File: config.mk
export PLATFORM = sky130hd
export DESIGN_NAME = comparator_control_regs
export DESIGN_NICKNAME = d
export VERILOG_FILES = /design/src/comparator_control_regs.v
export VERILOG_INCLUDE_DIRS = /design/src
export SDC_FILE = /design/constraint.sdc
export NUM_CORES = 1
export LEC_CHECK = 0
export ABC_AREA = 0
export BUFFER_PORTS_ARGS = -buffer_cell sky130_fd_sc_hd__buf_2
export CAP_MARGIN = 20
export CORE_MARGIN = 2
export CORE_UTILIZATION = 45
export CTS_BUF_LIST = sky130_fd_sc_hd__clkbuf_16
export DETAILED_ROUTE_END_ITERATION = 10
export GPL_TIMING_DRIVEN = 0
export PLACE_DENSITY = 0.74
export SLEW_MARGIN = 10
export SYNTH_ARGS = -nofsm -noshare
export SYNTH_HDL_FRONTEND = slang
export SYNTH_SLANG_ARGS = --single-unit
export TNS_END_PERCENT = 20
File: constraint.sdc
create_clock -name ref_clk -period 2.5 [get_ports ref_clk]
set_clock_uncertainty 0.2 [all_clocks]
set_input_delay 0.375 -clock ref_clk [delete_from_list [all_inputs] [get_ports ref_clk]]
set_output_delay 0.375 -clock ref_clk [all_outputs]
set_load 0.05 [all_outputs]
File: src/comparator_control_map.vh
// register map, field positions and reset values of the comparator control block
// Overview of operation
// - standby_run set keeps comparator running in standby; clear halts it
// - in standby with clock stopped, event flag and status stay frozen
// - pad_drive_on routes the final comparator output to the pad
// - two-bit power profile to analog core; code 0 fastest, most current
// - hysteresis_select bits 2:1 to analog core: none, small, medium, large
// - enable bit 0 of main control turns comparator on or off
// - invert bit 7 of input select flips output for pin, event, interrupt
// - output_preset defines output level until the comparator is ready
// - plus_input_select bits 5:3 picks pin 0, 3 or 4; others none
// - minus_input_select bits 2:0 picks pin 0, 2, 3 or divider threshold
// - eight-bit threshold_code, reset 0xff, drives the internal divider
// - irq_edge_select bits 5:4: 0 any, 2 falling, 3 rising, 1 reserved
// - compare_irq_enable bit 0 raises interrupt request while flag is set
// - compare_level_view shows output level, three synchronizer cycles late
// - matching output transition sets the compare_event_flag
// - writing 1 clears the event flag, writing 0 leaves it
// - interrupt request stays asserted until the flag is cleared
// - raw result high when plus exceeds minus; xor with invert bit
// - power-down disables comparator and pad; idle keeps normal operation
`ifndef COMPARATOR_CONTROL_MAP_VH
`define COMPARATOR_CONTROL_MAP_VH

// register indices; byte address is four times the index
`define REG_MAIN_CONTROL   3'h0
`define REG_INPUT_SELECT   3'h2
`define REG_THRESHOLD      3'h5
`define REG_IRQ_CONTROL    3'h6
`define REG_STATUS         3'h7

// reset values
`define RST_MAIN_CONTROL   8'h00
`define RST_INPUT_SELECT   8'h00
`define RST_THRESHOLD      8'hff
`define RST_IRQ_CONTROL    8'h00

// writable bit masks
`define MASK_MAIN_CONTROL  8'hdf
`define MASK_IRQ_CONTROL   8'h31

// main control fields
`define BIT_ENABLE         0
`define BIT_PAD_DRIVE      6
`define BIT_STANDBY_RUN    7
// input select fields
`define BIT_INVERT         7
`define BIT_PRESET         6
// irq control fields
`define BIT_IRQ_ENABLE     0
// status fields
`define BIT_EVENT_FLAG     0
`define BIT_LEVEL_VIEW     4

// edge select codes
`define EDGE_ANY           2'h0
`define EDGE_FALL          2'h2
`define EDGE_RISE          2'h3

// plus input codes
`define PLUS_PIN_ZERO      3'h0
`define PLUS_PIN_THREE     3'h3
`define PLUS_PIN_FOUR      3'h4
// minus input codes
`define MINUS_PIN_ZERO     3'h0
`define MINUS_PIN_TWO      3'h2
`define MINUS_PIN_THREE    3'h3
`define MINUS_DIVIDER      3'h4

// sleep mode codes
`define SLEEP_ACTIVE       2'h0
`define SLEEP_IDLE         2'h1
`define SLEEP_STANDBY      2'h2
`define SLEEP_POWER_DOWN   2'h3

`endif

File: src/comparator_control_regs.v
// comparator control registers, output conditioning and event flag
//
// The Wishbone interface to the registers is this design's own decision.
`timescale 1ns/1ps
`include "comparator_control_map.vh"

module comparator_control_regs #(
  parameter READY_CYCLES = 16
) (
  // clock and reset
  input  wire        ref_clk,
  input  wire        reset_n,
  // wishbone slave
  input  wire        wb_cyc_i,
  input  wire        wb_stb_i,
  input  wire        wb_we_i,
  input  wire [4:0]  wb_adr_i,
  input  wire [3:0]  wb_sel_i,
  input  wire [31:0] wb_dat_i,
  output reg  [31:0] wb_dat_o,
  output reg         wb_ack_o,
  // sleep state of the system
  input  wire [1:0]  sleep_mode,
  // analog core
  input  wire        raw_compare,
  output reg         core_on,
  output reg  [1:0]  power_profile,
  output reg  [1:0]  hysteresis_select,
  output reg  [2:0]  plus_input_select,
  output reg  [2:0]  minus_input_select,
  output reg  [4:0]  plus_pin_onehot,
  output reg  [3:0]  minus_pin_onehot,
  output reg  [7:0]  threshold_code,
  // conditioned output
  output wire        compare_out,
  output wire        pad_out,
  output wire        pad_out_en,
  output wire        compare_irq
);

  reg  [7:0] main_control;
  reg  [7:0] input_select;
  reg  [7:0] irq_control;
  reg        compare_event_flag;
  reg        sync_first;
  reg        sync_second;
  reg        level_view;
  reg        level_prev;
  reg  [7:0] ready_count;
  reg        core_ready;
  reg  [7:0] rd_data;
  reg        edge_hit;
  wire [2:0] reg_index;
  wire       wr_strobe;
  wire       rd_strobe;
  wire       active;
  wire       clock_running;
  wire       conditioned;
  wire       rise;
  wire       fall;

  // last count of the start-up timer, cut to the counter width on purpose
  localparam [7:0] READY_LAST = READY_CYCLES - 1;

  assign reg_index = wb_adr_i[4:2];
  // single-cycle answer; ack low for a cycle between requests
  assign wr_strobe = wb_cyc_i & wb_stb_i & ~wb_ack_o & wb_we_i & wb_sel_i[0];
  assign rd_strobe = wb_cyc_i & wb_stb_i & ~wb_ack_o & ~wb_we_i;

  // comparator operation by sleep state
  assign active = main_control[`BIT_ENABLE] &
    (sleep_mode == `SLEEP_ACTIVE || sleep_mode == `SLEEP_IDLE ||
     (sleep_mode == `SLEEP_STANDBY && main_control[`BIT_STANDBY_RUN]));
  // peripheral clock stops in standby and power-down, so flags freeze
  assign clock_running = (sleep_mode == `SLEEP_ACTIVE) ||
                         (sleep_mode == `SLEEP_IDLE);

  // output conditioning: preset until ready, then raw xor invert
  assign conditioned = core_ready ?
    (raw_compare ^ input_select[`BIT_INVERT]) :
    input_select[`BIT_PRESET];
  assign compare_out = conditioned;
  // pad off in power-down regardless of pad enable
  assign pad_out_en  = main_control[`BIT_PAD_DRIVE] &
                       (sleep_mode != `SLEEP_POWER_DOWN);
  assign pad_out     = conditioned & pad_out_en;
  assign compare_irq = irq_control[`BIT_IRQ_ENABLE] &
                       compare_event_flag;

  // edge detection on synchronized samples
  assign rise = level_view & ~level_prev;
  assign fall = ~level_view & level_prev;

  always @* begin
    case (irq_control[5:4])
      `EDGE_ANY:  edge_hit = rise | fall;
      `EDGE_FALL: edge_hit = fall;
      `EDGE_RISE: edge_hit = rise;
      default:    edge_hit = 1'b0;
    endcase
  end

  // register writes; unused bits masked to zero
  always @(posedge ref_clk) begin
    if (!reset_n) begin
      main_control   <= `RST_MAIN_CONTROL;
      input_select   <= `RST_INPUT_SELECT;
      threshold_code <= `RST_THRESHOLD;
      irq_control    <= `RST_IRQ_CONTROL;
    end else if (wr_strobe) begin
      case (reg_index)
        `REG_MAIN_CONTROL:
          main_control <= wb_dat_i[7:0] & `MASK_MAIN_CONTROL;
        `REG_INPUT_SELECT:
          input_select <= wb_dat_i[7:0];
        `REG_THRESHOLD:
          threshold_code <= wb_dat_i[7:0];
        `REG_IRQ_CONTROL:
          irq_control <= wb_dat_i[7:0] & `MASK_IRQ_CONTROL;
        default: ;
      endcase
    end
  end

  // bus answer
  always @(posedge ref_clk) begin
    if (!reset_n) begin
      wb_ack_o <= 1'b0;
      wb_dat_o <= 32'h00000000;
    end else begin
      wb_ack_o <= wr_strobe | rd_strobe |
                  (wb_cyc_i & wb_stb_i & ~wb_ack_o & wb_we_i);
      if (rd_strobe)
        wb_dat_o <= {24'h000000, rd_data};
    end
  end

  // read mux; unmapped reads as zero
  always @* begin
    case (reg_index)
      `REG_MAIN_CONTROL: rd_data = main_control;
      `REG_INPUT_SELECT: rd_data = input_select;
      `REG_THRESHOLD:    rd_data = threshold_code;
      `REG_IRQ_CONTROL:  rd_data = irq_control;
      `REG_STATUS:       rd_data = {3'h0, level_view, 3'h0,
                                    compare_event_flag};
      default:           rd_data = 8'h00;
    endcase
  end

  // start-up timer for preset hold; restarts whenever core goes off
  always @(posedge ref_clk) begin
    if (!reset_n) begin
      ready_count <= 8'h00;
      core_ready  <= 1'b0;
    end else if (!active) begin
      ready_count <= 8'h00;
      core_ready  <= 1'b0;
    end else if (!core_ready) begin
      if (ready_count == READY_LAST)
        core_ready <= 1'b1;
      else
        ready_count <= ready_count + 8'h01;
    end
  end

  // three-stage level path; frozen while the clock is stopped
  always @(posedge ref_clk) begin
    if (!reset_n) begin
      sync_first  <= 1'b0;
      sync_second <= 1'b0;
      level_view  <= 1'b0;
      level_prev  <= 1'b0;
    end else if (clock_running) begin
      sync_first  <= conditioned;
      sync_second <= sync_first;
      level_view  <= sync_second;
      level_prev  <= level_view;
    end
  end

  // event flag; set wins over a clear in the same cycle
  always @(posedge ref_clk) begin
    if (!reset_n)
      compare_event_flag <= 1'b0;
    else if (clock_running && edge_hit)
      compare_event_flag <= 1'b1;
    else if (wr_strobe && reg_index == `REG_STATUS &&
             wb_dat_i[`BIT_EVENT_FLAG])
      compare_event_flag <= 1'b0;
  end

  // analog core drive; reserved codes select no pin
  always @(posedge ref_clk) begin
    if (!reset_n) begin
      core_on            <= 1'b0;
      power_profile      <= 2'h0;
      hysteresis_select  <= 2'h0;
      plus_input_select  <= 3'h0;
      minus_input_select <= 3'h0;
      plus_pin_onehot    <= 5'h00;
      minus_pin_onehot   <= 4'h0;
    end else begin
      core_on            <= active;
      power_profile      <= main_control[4:3];
      hysteresis_select  <= main_control[2:1];
      plus_input_select  <= input_select[5:3];
      minus_input_select <= input_select[2:0];
      case (input_select[5:3])
        `PLUS_PIN_ZERO:  plus_pin_onehot <= 5'h01;
        `PLUS_PIN_THREE: plus_pin_onehot <= 5'h08;
        `PLUS_PIN_FOUR:  plus_pin_onehot <= 5'h10;
        default:         plus_pin_onehot <= 5'h00;
      endcase
      case (input_select[2:0])
        `MINUS_PIN_ZERO:  minus_pin_onehot <= 4'h1;
        `MINUS_PIN_TWO:   minus_pin_onehot <= 4'h2;
        `MINUS_PIN_THREE: minus_pin_onehot <= 4'h4;
        `MINUS_DIVIDER:   minus_pin_onehot <= 4'h8;
        default:          minus_pin_onehot <= 4'h0;
      endcase
    end
  end

endmodule

* After elaboration in Yosys (flattened, before gate mapping)
Cells that the tools add are included.
** Word-level totals
- Register bits :: 69
- Output and inout bits :: 65
- Logic and storage cells :: 84
** Cells by class
- Add/sub/neg operators :: 1
- Equal/unequal tests :: 15
- Mux-type cells :: 9
- Bitwise logic cells :: 21
- Reductions and logical operators :: 18
** Operator list (count)
- 8-bit one-hot mux with 5 select lines :: 1
- 4-bit one-hot mux with 4 select lines :: 1
- 3-bit == test (second input constant) :: 5
- 5-bit one-hot mux with 3 select lines :: 1
- 3-bit by 2-bit == test with 1-bit output (second input constant) :: 4
- 2-bit AND reduction :: 6
- 1-bit bitwise AND :: 11
- 3-bit zero test :: 3
- 8-bit by 1-bit adder with 8-bit output (second input constant) :: 1
- 8-bit by 4-bit == test with 1-bit output (second input constant) :: 1
- 2-bit == test (second input constant) :: 3
- 1-bit inverter :: 6
- 1-bit 2-to-1 mux :: 5
- 1-bit logical AND :: 4
- 2-bit zero test :: 2
- 1-bit bitwise OR :: 3
- 1-bit one-hot mux with 3 select lines :: 1
- 2-bit by 1-bit == test with 1-bit output (second input constant) :: 1
- 1-bit logical OR :: 2
- 2-bit != test (second input constant) :: 1
- 2-bit nonzero test :: 1
- 1-bit XOR :: 1

* Depth between registers and ports, before layout
- Depth in word-level cells :: 8
- Depth in mapped cells :: 7
- Mapped depth without buffers :: 6

* Worst setup path after synthesis
Ideal clock, no wire load.
- Kind :: input-to-output
- Start point :: input sleep_mode[1]
- End point :: output pad_out
- Arrival :: 2314 ps
- Slack :: -389 ps
- Stages on the path :: 3
- Path buffers :: 1
- Cells stage by stage :: clkbuf_1 -> a21boi_0 -> and2_1
** Between the ends
- Longest elaborated chain between the ends :: 3
** Ends and longest elaborated chain
- from (decl) :: RTL line comparator_control_regs.v:23 : input wire [1:0] sleep_mode,
- 2-bit != test (no line)
- 1-bit bitwise AND :: RTL line comparator_control_regs.v:84 : assign pad_out_en = main_control[`BIT_PAD_DRIVE] &
- named net pad_out_en :: RTL line comparator_control_regs.v:37 : output wire pad_out_en,
- 1-bit bitwise AND :: RTL line comparator_control_regs.v:86 : assign pad_out = conditioned & pad_out_en;
- to (decl) :: RTL line comparator_control_regs.v:36 : output wire pad_out,
The timed path passes the listed nets, and every way through them passes these cells.

* Final worst setup path
- Start point :: register wb_ack_o
- End point :: register wb_dat_o[4]
** Between the ends
- Longest elaborated chain between the ends :: 3
** Ends and longest elaborated chain
- from (decl) :: RTL line comparator_control_regs.v:21 : output reg wb_ack_o,
- from (signal assigned) :: RTL line comparator_control_regs.v:131 : wb_ack_o <= wr_strobe | rd_strobe |
- 1-bit inverter :: RTL line comparator_control_regs.v:68 : assign rd_strobe = wb_cyc_i & wb_stb_i & ~wb_ack_o & ~wb_we_i;
- 1-bit bitwise AND (2 in a row) :: RTL line comparator_control_regs.v:68
- to (signal assigned) :: RTL line comparator_control_regs.v:134 : wb_dat_o <= {24'h000000, rd_data};
- to (decl) :: RTL line comparator_control_regs.v:20 : output reg [31:0] wb_dat_o,
Every way passes these cells.
A chain may end at the register's enable or synchronous reset.

==> qor.csv <==
stage,metric,value,unit
cts,cts_made_buffers,9,
sta,fin_crit,2.17,ns
pwr,power.switching_fraction,0.234,
synth,syn_inst,322,
global_routing,grt-ovfl-total,0,
sta,min_period_over_period,0.867,
synth,synth_edf_count,0,
worst_setup_path,critPathKind,reg -> reg,
cells_and_area,n_antenna_cell,0,
cts,htreeDepth,3,
die,rows,29,
die,core,0.00631,mm2
global_routing,grt_start_max_net_pins,12,
cts,tritoncts,yes,
sta,hold_viol,0,
cells_and_area,synthToLayoutAreaGrowth,26.7,%
worst_setup_path,path_cells,"nand4bb_1, buf_2, nor3_1, o21ai_0, a21oi_1",
pwr,leakagePower,1.70,nW
sta,fmax,461,MHz
cts,post_cts_buffers,0,
drt,dr.pass1.iters,4,
global_routing,grt_pass1_wl,10700,um
drt,vias,2412,
placement,dpl_cell_area,0.00340,mm2
pwr,p_comb_frac,0.092,
placement,dp_hpwl,4800,um
cts,max-clock-path-buffers,2,
cells_and_area,fin_nets,466,
placement,place.gp.congestion,0.838,
cts,insertion_delay,0.33,ns
worst_setup_path,max_stage_delay,0.76,ns
synth,ys_types,43,
cells_and_area,final_cells,496,
cells_and_area,post_route_cells_drive_above_1_share,0.270,
synth,netlist.area_leader.share,0.459,
synth,yosys-top-cells-area,"dfxtp_1, mux2i_1, buf_4",
synth,synth_area_per_cell,9.08,um2
drt,routed_wirelength,6460,um
pwr,pwr-share-seq,0.413,
outcome,status,completed,
cts,clk_pin_slew,0.05,ns
die,die-width,84.6,um
placement,port_buffers,56,
cts,cts_resized,0,
global_routing,grt_pass1_vias,2292,
cts,cts_hold_buffers,0,
cells_and_area,fill_cells,582,
sta,tns,0,ns
synth,synth_area,0.00292,mm2
synth,yosysTopAreaCell,dfxtp_1,
die,chipHeight,84.6,um
worst_setup_path,required,2.55,ns
worst_hold_path,min_path_type,in -> reg,
sta,max-slew-margin-rel,0.389,
pwr,switching_power,0.000610,W
pwr,power_frac_clock,0.496,
synth,ys_ff_latch,67,
worst_setup_path,crit_family,simple AND/OR/NAND/NOR gates,
sta,slew_violations,0,
sta,rsz0062_at_grt,no,
synth,synth.most_common_cell,dfxtp_1,
drt,ant_nets,0,
worst_setup_path,start_kind,flop,
cells_and_area,final_util,0.587,
worst_setup_path,worst_setup_path_end_kind,flop,
die,die_area,0.00716,mm2
synth,ys.flop_type,dfxtp_1,
synth,async_flop_share,0,
cts,cts-root-buf,clkbuf_16,
sta,hold_ws,0.100,ns
worst_setup_path,cpMaxStageDelayCell,nor3_1,
global_routing,grt_usage,0.189,
synth,synth_commonest_cells,"dfxtp_1, nand2_1, buf_4",
global_routing,antenna_found_initial,0,
cts,cts_sinks,67,
run,maxCapViolations,0,
pwr,powerDensity,704,mW/mm2
synth,yosysSeqAreaShare,0.459,
drt,drtIter0Drc,116,
sta,worst_pin_slew,0.909,ns
drt,drcViolationCount,0,
sta,finalSetupViolations,0,
die,ios,114,
drt,via_per_inst,4.86,
pwr,ir_drop,0.525,mV
synth,yosys_warnings,0,
cells_and_area,finalInstanceArea,0.00371,mm2
drt,wl_per_cell,13.0,um
placement,dp_cells,480,
worst_setup_path,cp_max_fo,9,
pwr,internal_power,0.00200,W
worst_setup_path,arrival,2.22,ns
die,start_util,0.463,
worst_setup_path,crit_buf_inv,1,
[per-stage QoR]
step	setup WS, ns	power [W]
detailed placement	0.197	0.00134
CTS	0.370	0.00263
finish	0.332	0.00261
global route	0.161	0.00270
floorplan	0.0349	0.00129
global placement	0.245	0.00134
[layout by cell type (no fill, tap or decap), drive strengths merged, types with 2 or more instances in the layout]
cell and count:
a211oi 2, a21oi 5, a22oi 6, a32o 2, and2 5, and3 2, buf 90, bufinv 2
clkbuf 18, clkinv 5, conb 26, dfxtp 67, ha 3, inv 16, mux2i 24, nand2 43
nand3 17, nor2 18, nor2b 10, nor3 7, nor3b 2, nor4 3, nor4b 2, o21ai 19
o2bb2ai 5, xnor2 7
[worst min-delay path, cell delays in order]
cell and delay [ns]:
buf_2 0.10, mux2i_1 0.06, nand2_1 0.06
[cell type report]
class / count / area (um2) / share of cell area
Timing Repair Buffer: 56 / 280 / 0.0756
Sequential cell: 67 / 1340 / 0.362
Clock inverter: 7 / 82.6 / 0.0223
Tap cell: 77 / 96.3 / 0.0260
Multi-Input combinational cell: 221 / 1340 / 0.361
Inverter: 16 / 60.1 / 0.0162
Buffer: 43 / 282 / 0.0760
Clock buffer: 9 / 225 / 0.0608
[power by group through the flow]
stage	combinational, W	sequential (W)	clock (W)
after floorplan	0.000178	0.00112	0
after global placement	0.000235	0.00110	0
after detailed placement	0.000237	0.00110	0
after CTS	0.000237	0.00108	0.00131
after global routing	0.000253	0.00108	0.00136
final	0.000239	0.00108	0.00129
[final timing paths]
path	startpoint	endpoint	slack, ns	cells after the start
worst max-delay path	wb_ack_o	wb_dat_o[4]	0.33	5
worst min-delay path	wb_dat_i[4]	threshold_code[4]	0.10	3
worst max register to register	wb_ack_o	wb_dat_o[4]	0.33	5
worst min register to register	main_control[3]	power_profile[0]	0.26	2
[sequential cells by signal, summed over array words and instances (netlist names), 4 cells and up]
| register | flops |
|---|---|
| input_select | 8 |
| ready_count | 8 |
| threshold_code | 8 |
| wb_dat_o | 8 |
| main_control | 7 |
| minus_pin_onehot | 4 |
[cell families (layout without fill, tap and decap cells)]
logic type | after synthesis | count (layout) | share of synthesized area
compound gates | 43 | 43 | 0.0988
other cells | 1 | 26 | 0.00128
buf+inv | 59 | 131 | 0.117
xor+xnor | 7 | 7 | 0.0210
fa+ha+maj | 3 | 3 | 0.0128
mux | 25 | 25 | 0.0860
simple gates | 117 | 117 | 0.205
flops | 67 | 67 | 0.459
[per-layer routing]
| metal | up-vias | GRT usage | wire length [um] | part of all wire |
|---|---|---|---|---|
| li1 | 1223 | - | - | - |
| met1 | 1110 | 0.238 | 2820 | 0.44 |
| met2 | 70 | 0.307 | 3200 | 0.49 |
| met3 | 9 | 0.0570 | 351 | 0.054 |
| met4 | 0 | 0.0649 | 100 | 0.015 |
| met5 | - | 0 | 0 | 0 |
(Power assumes the default switching activity.)
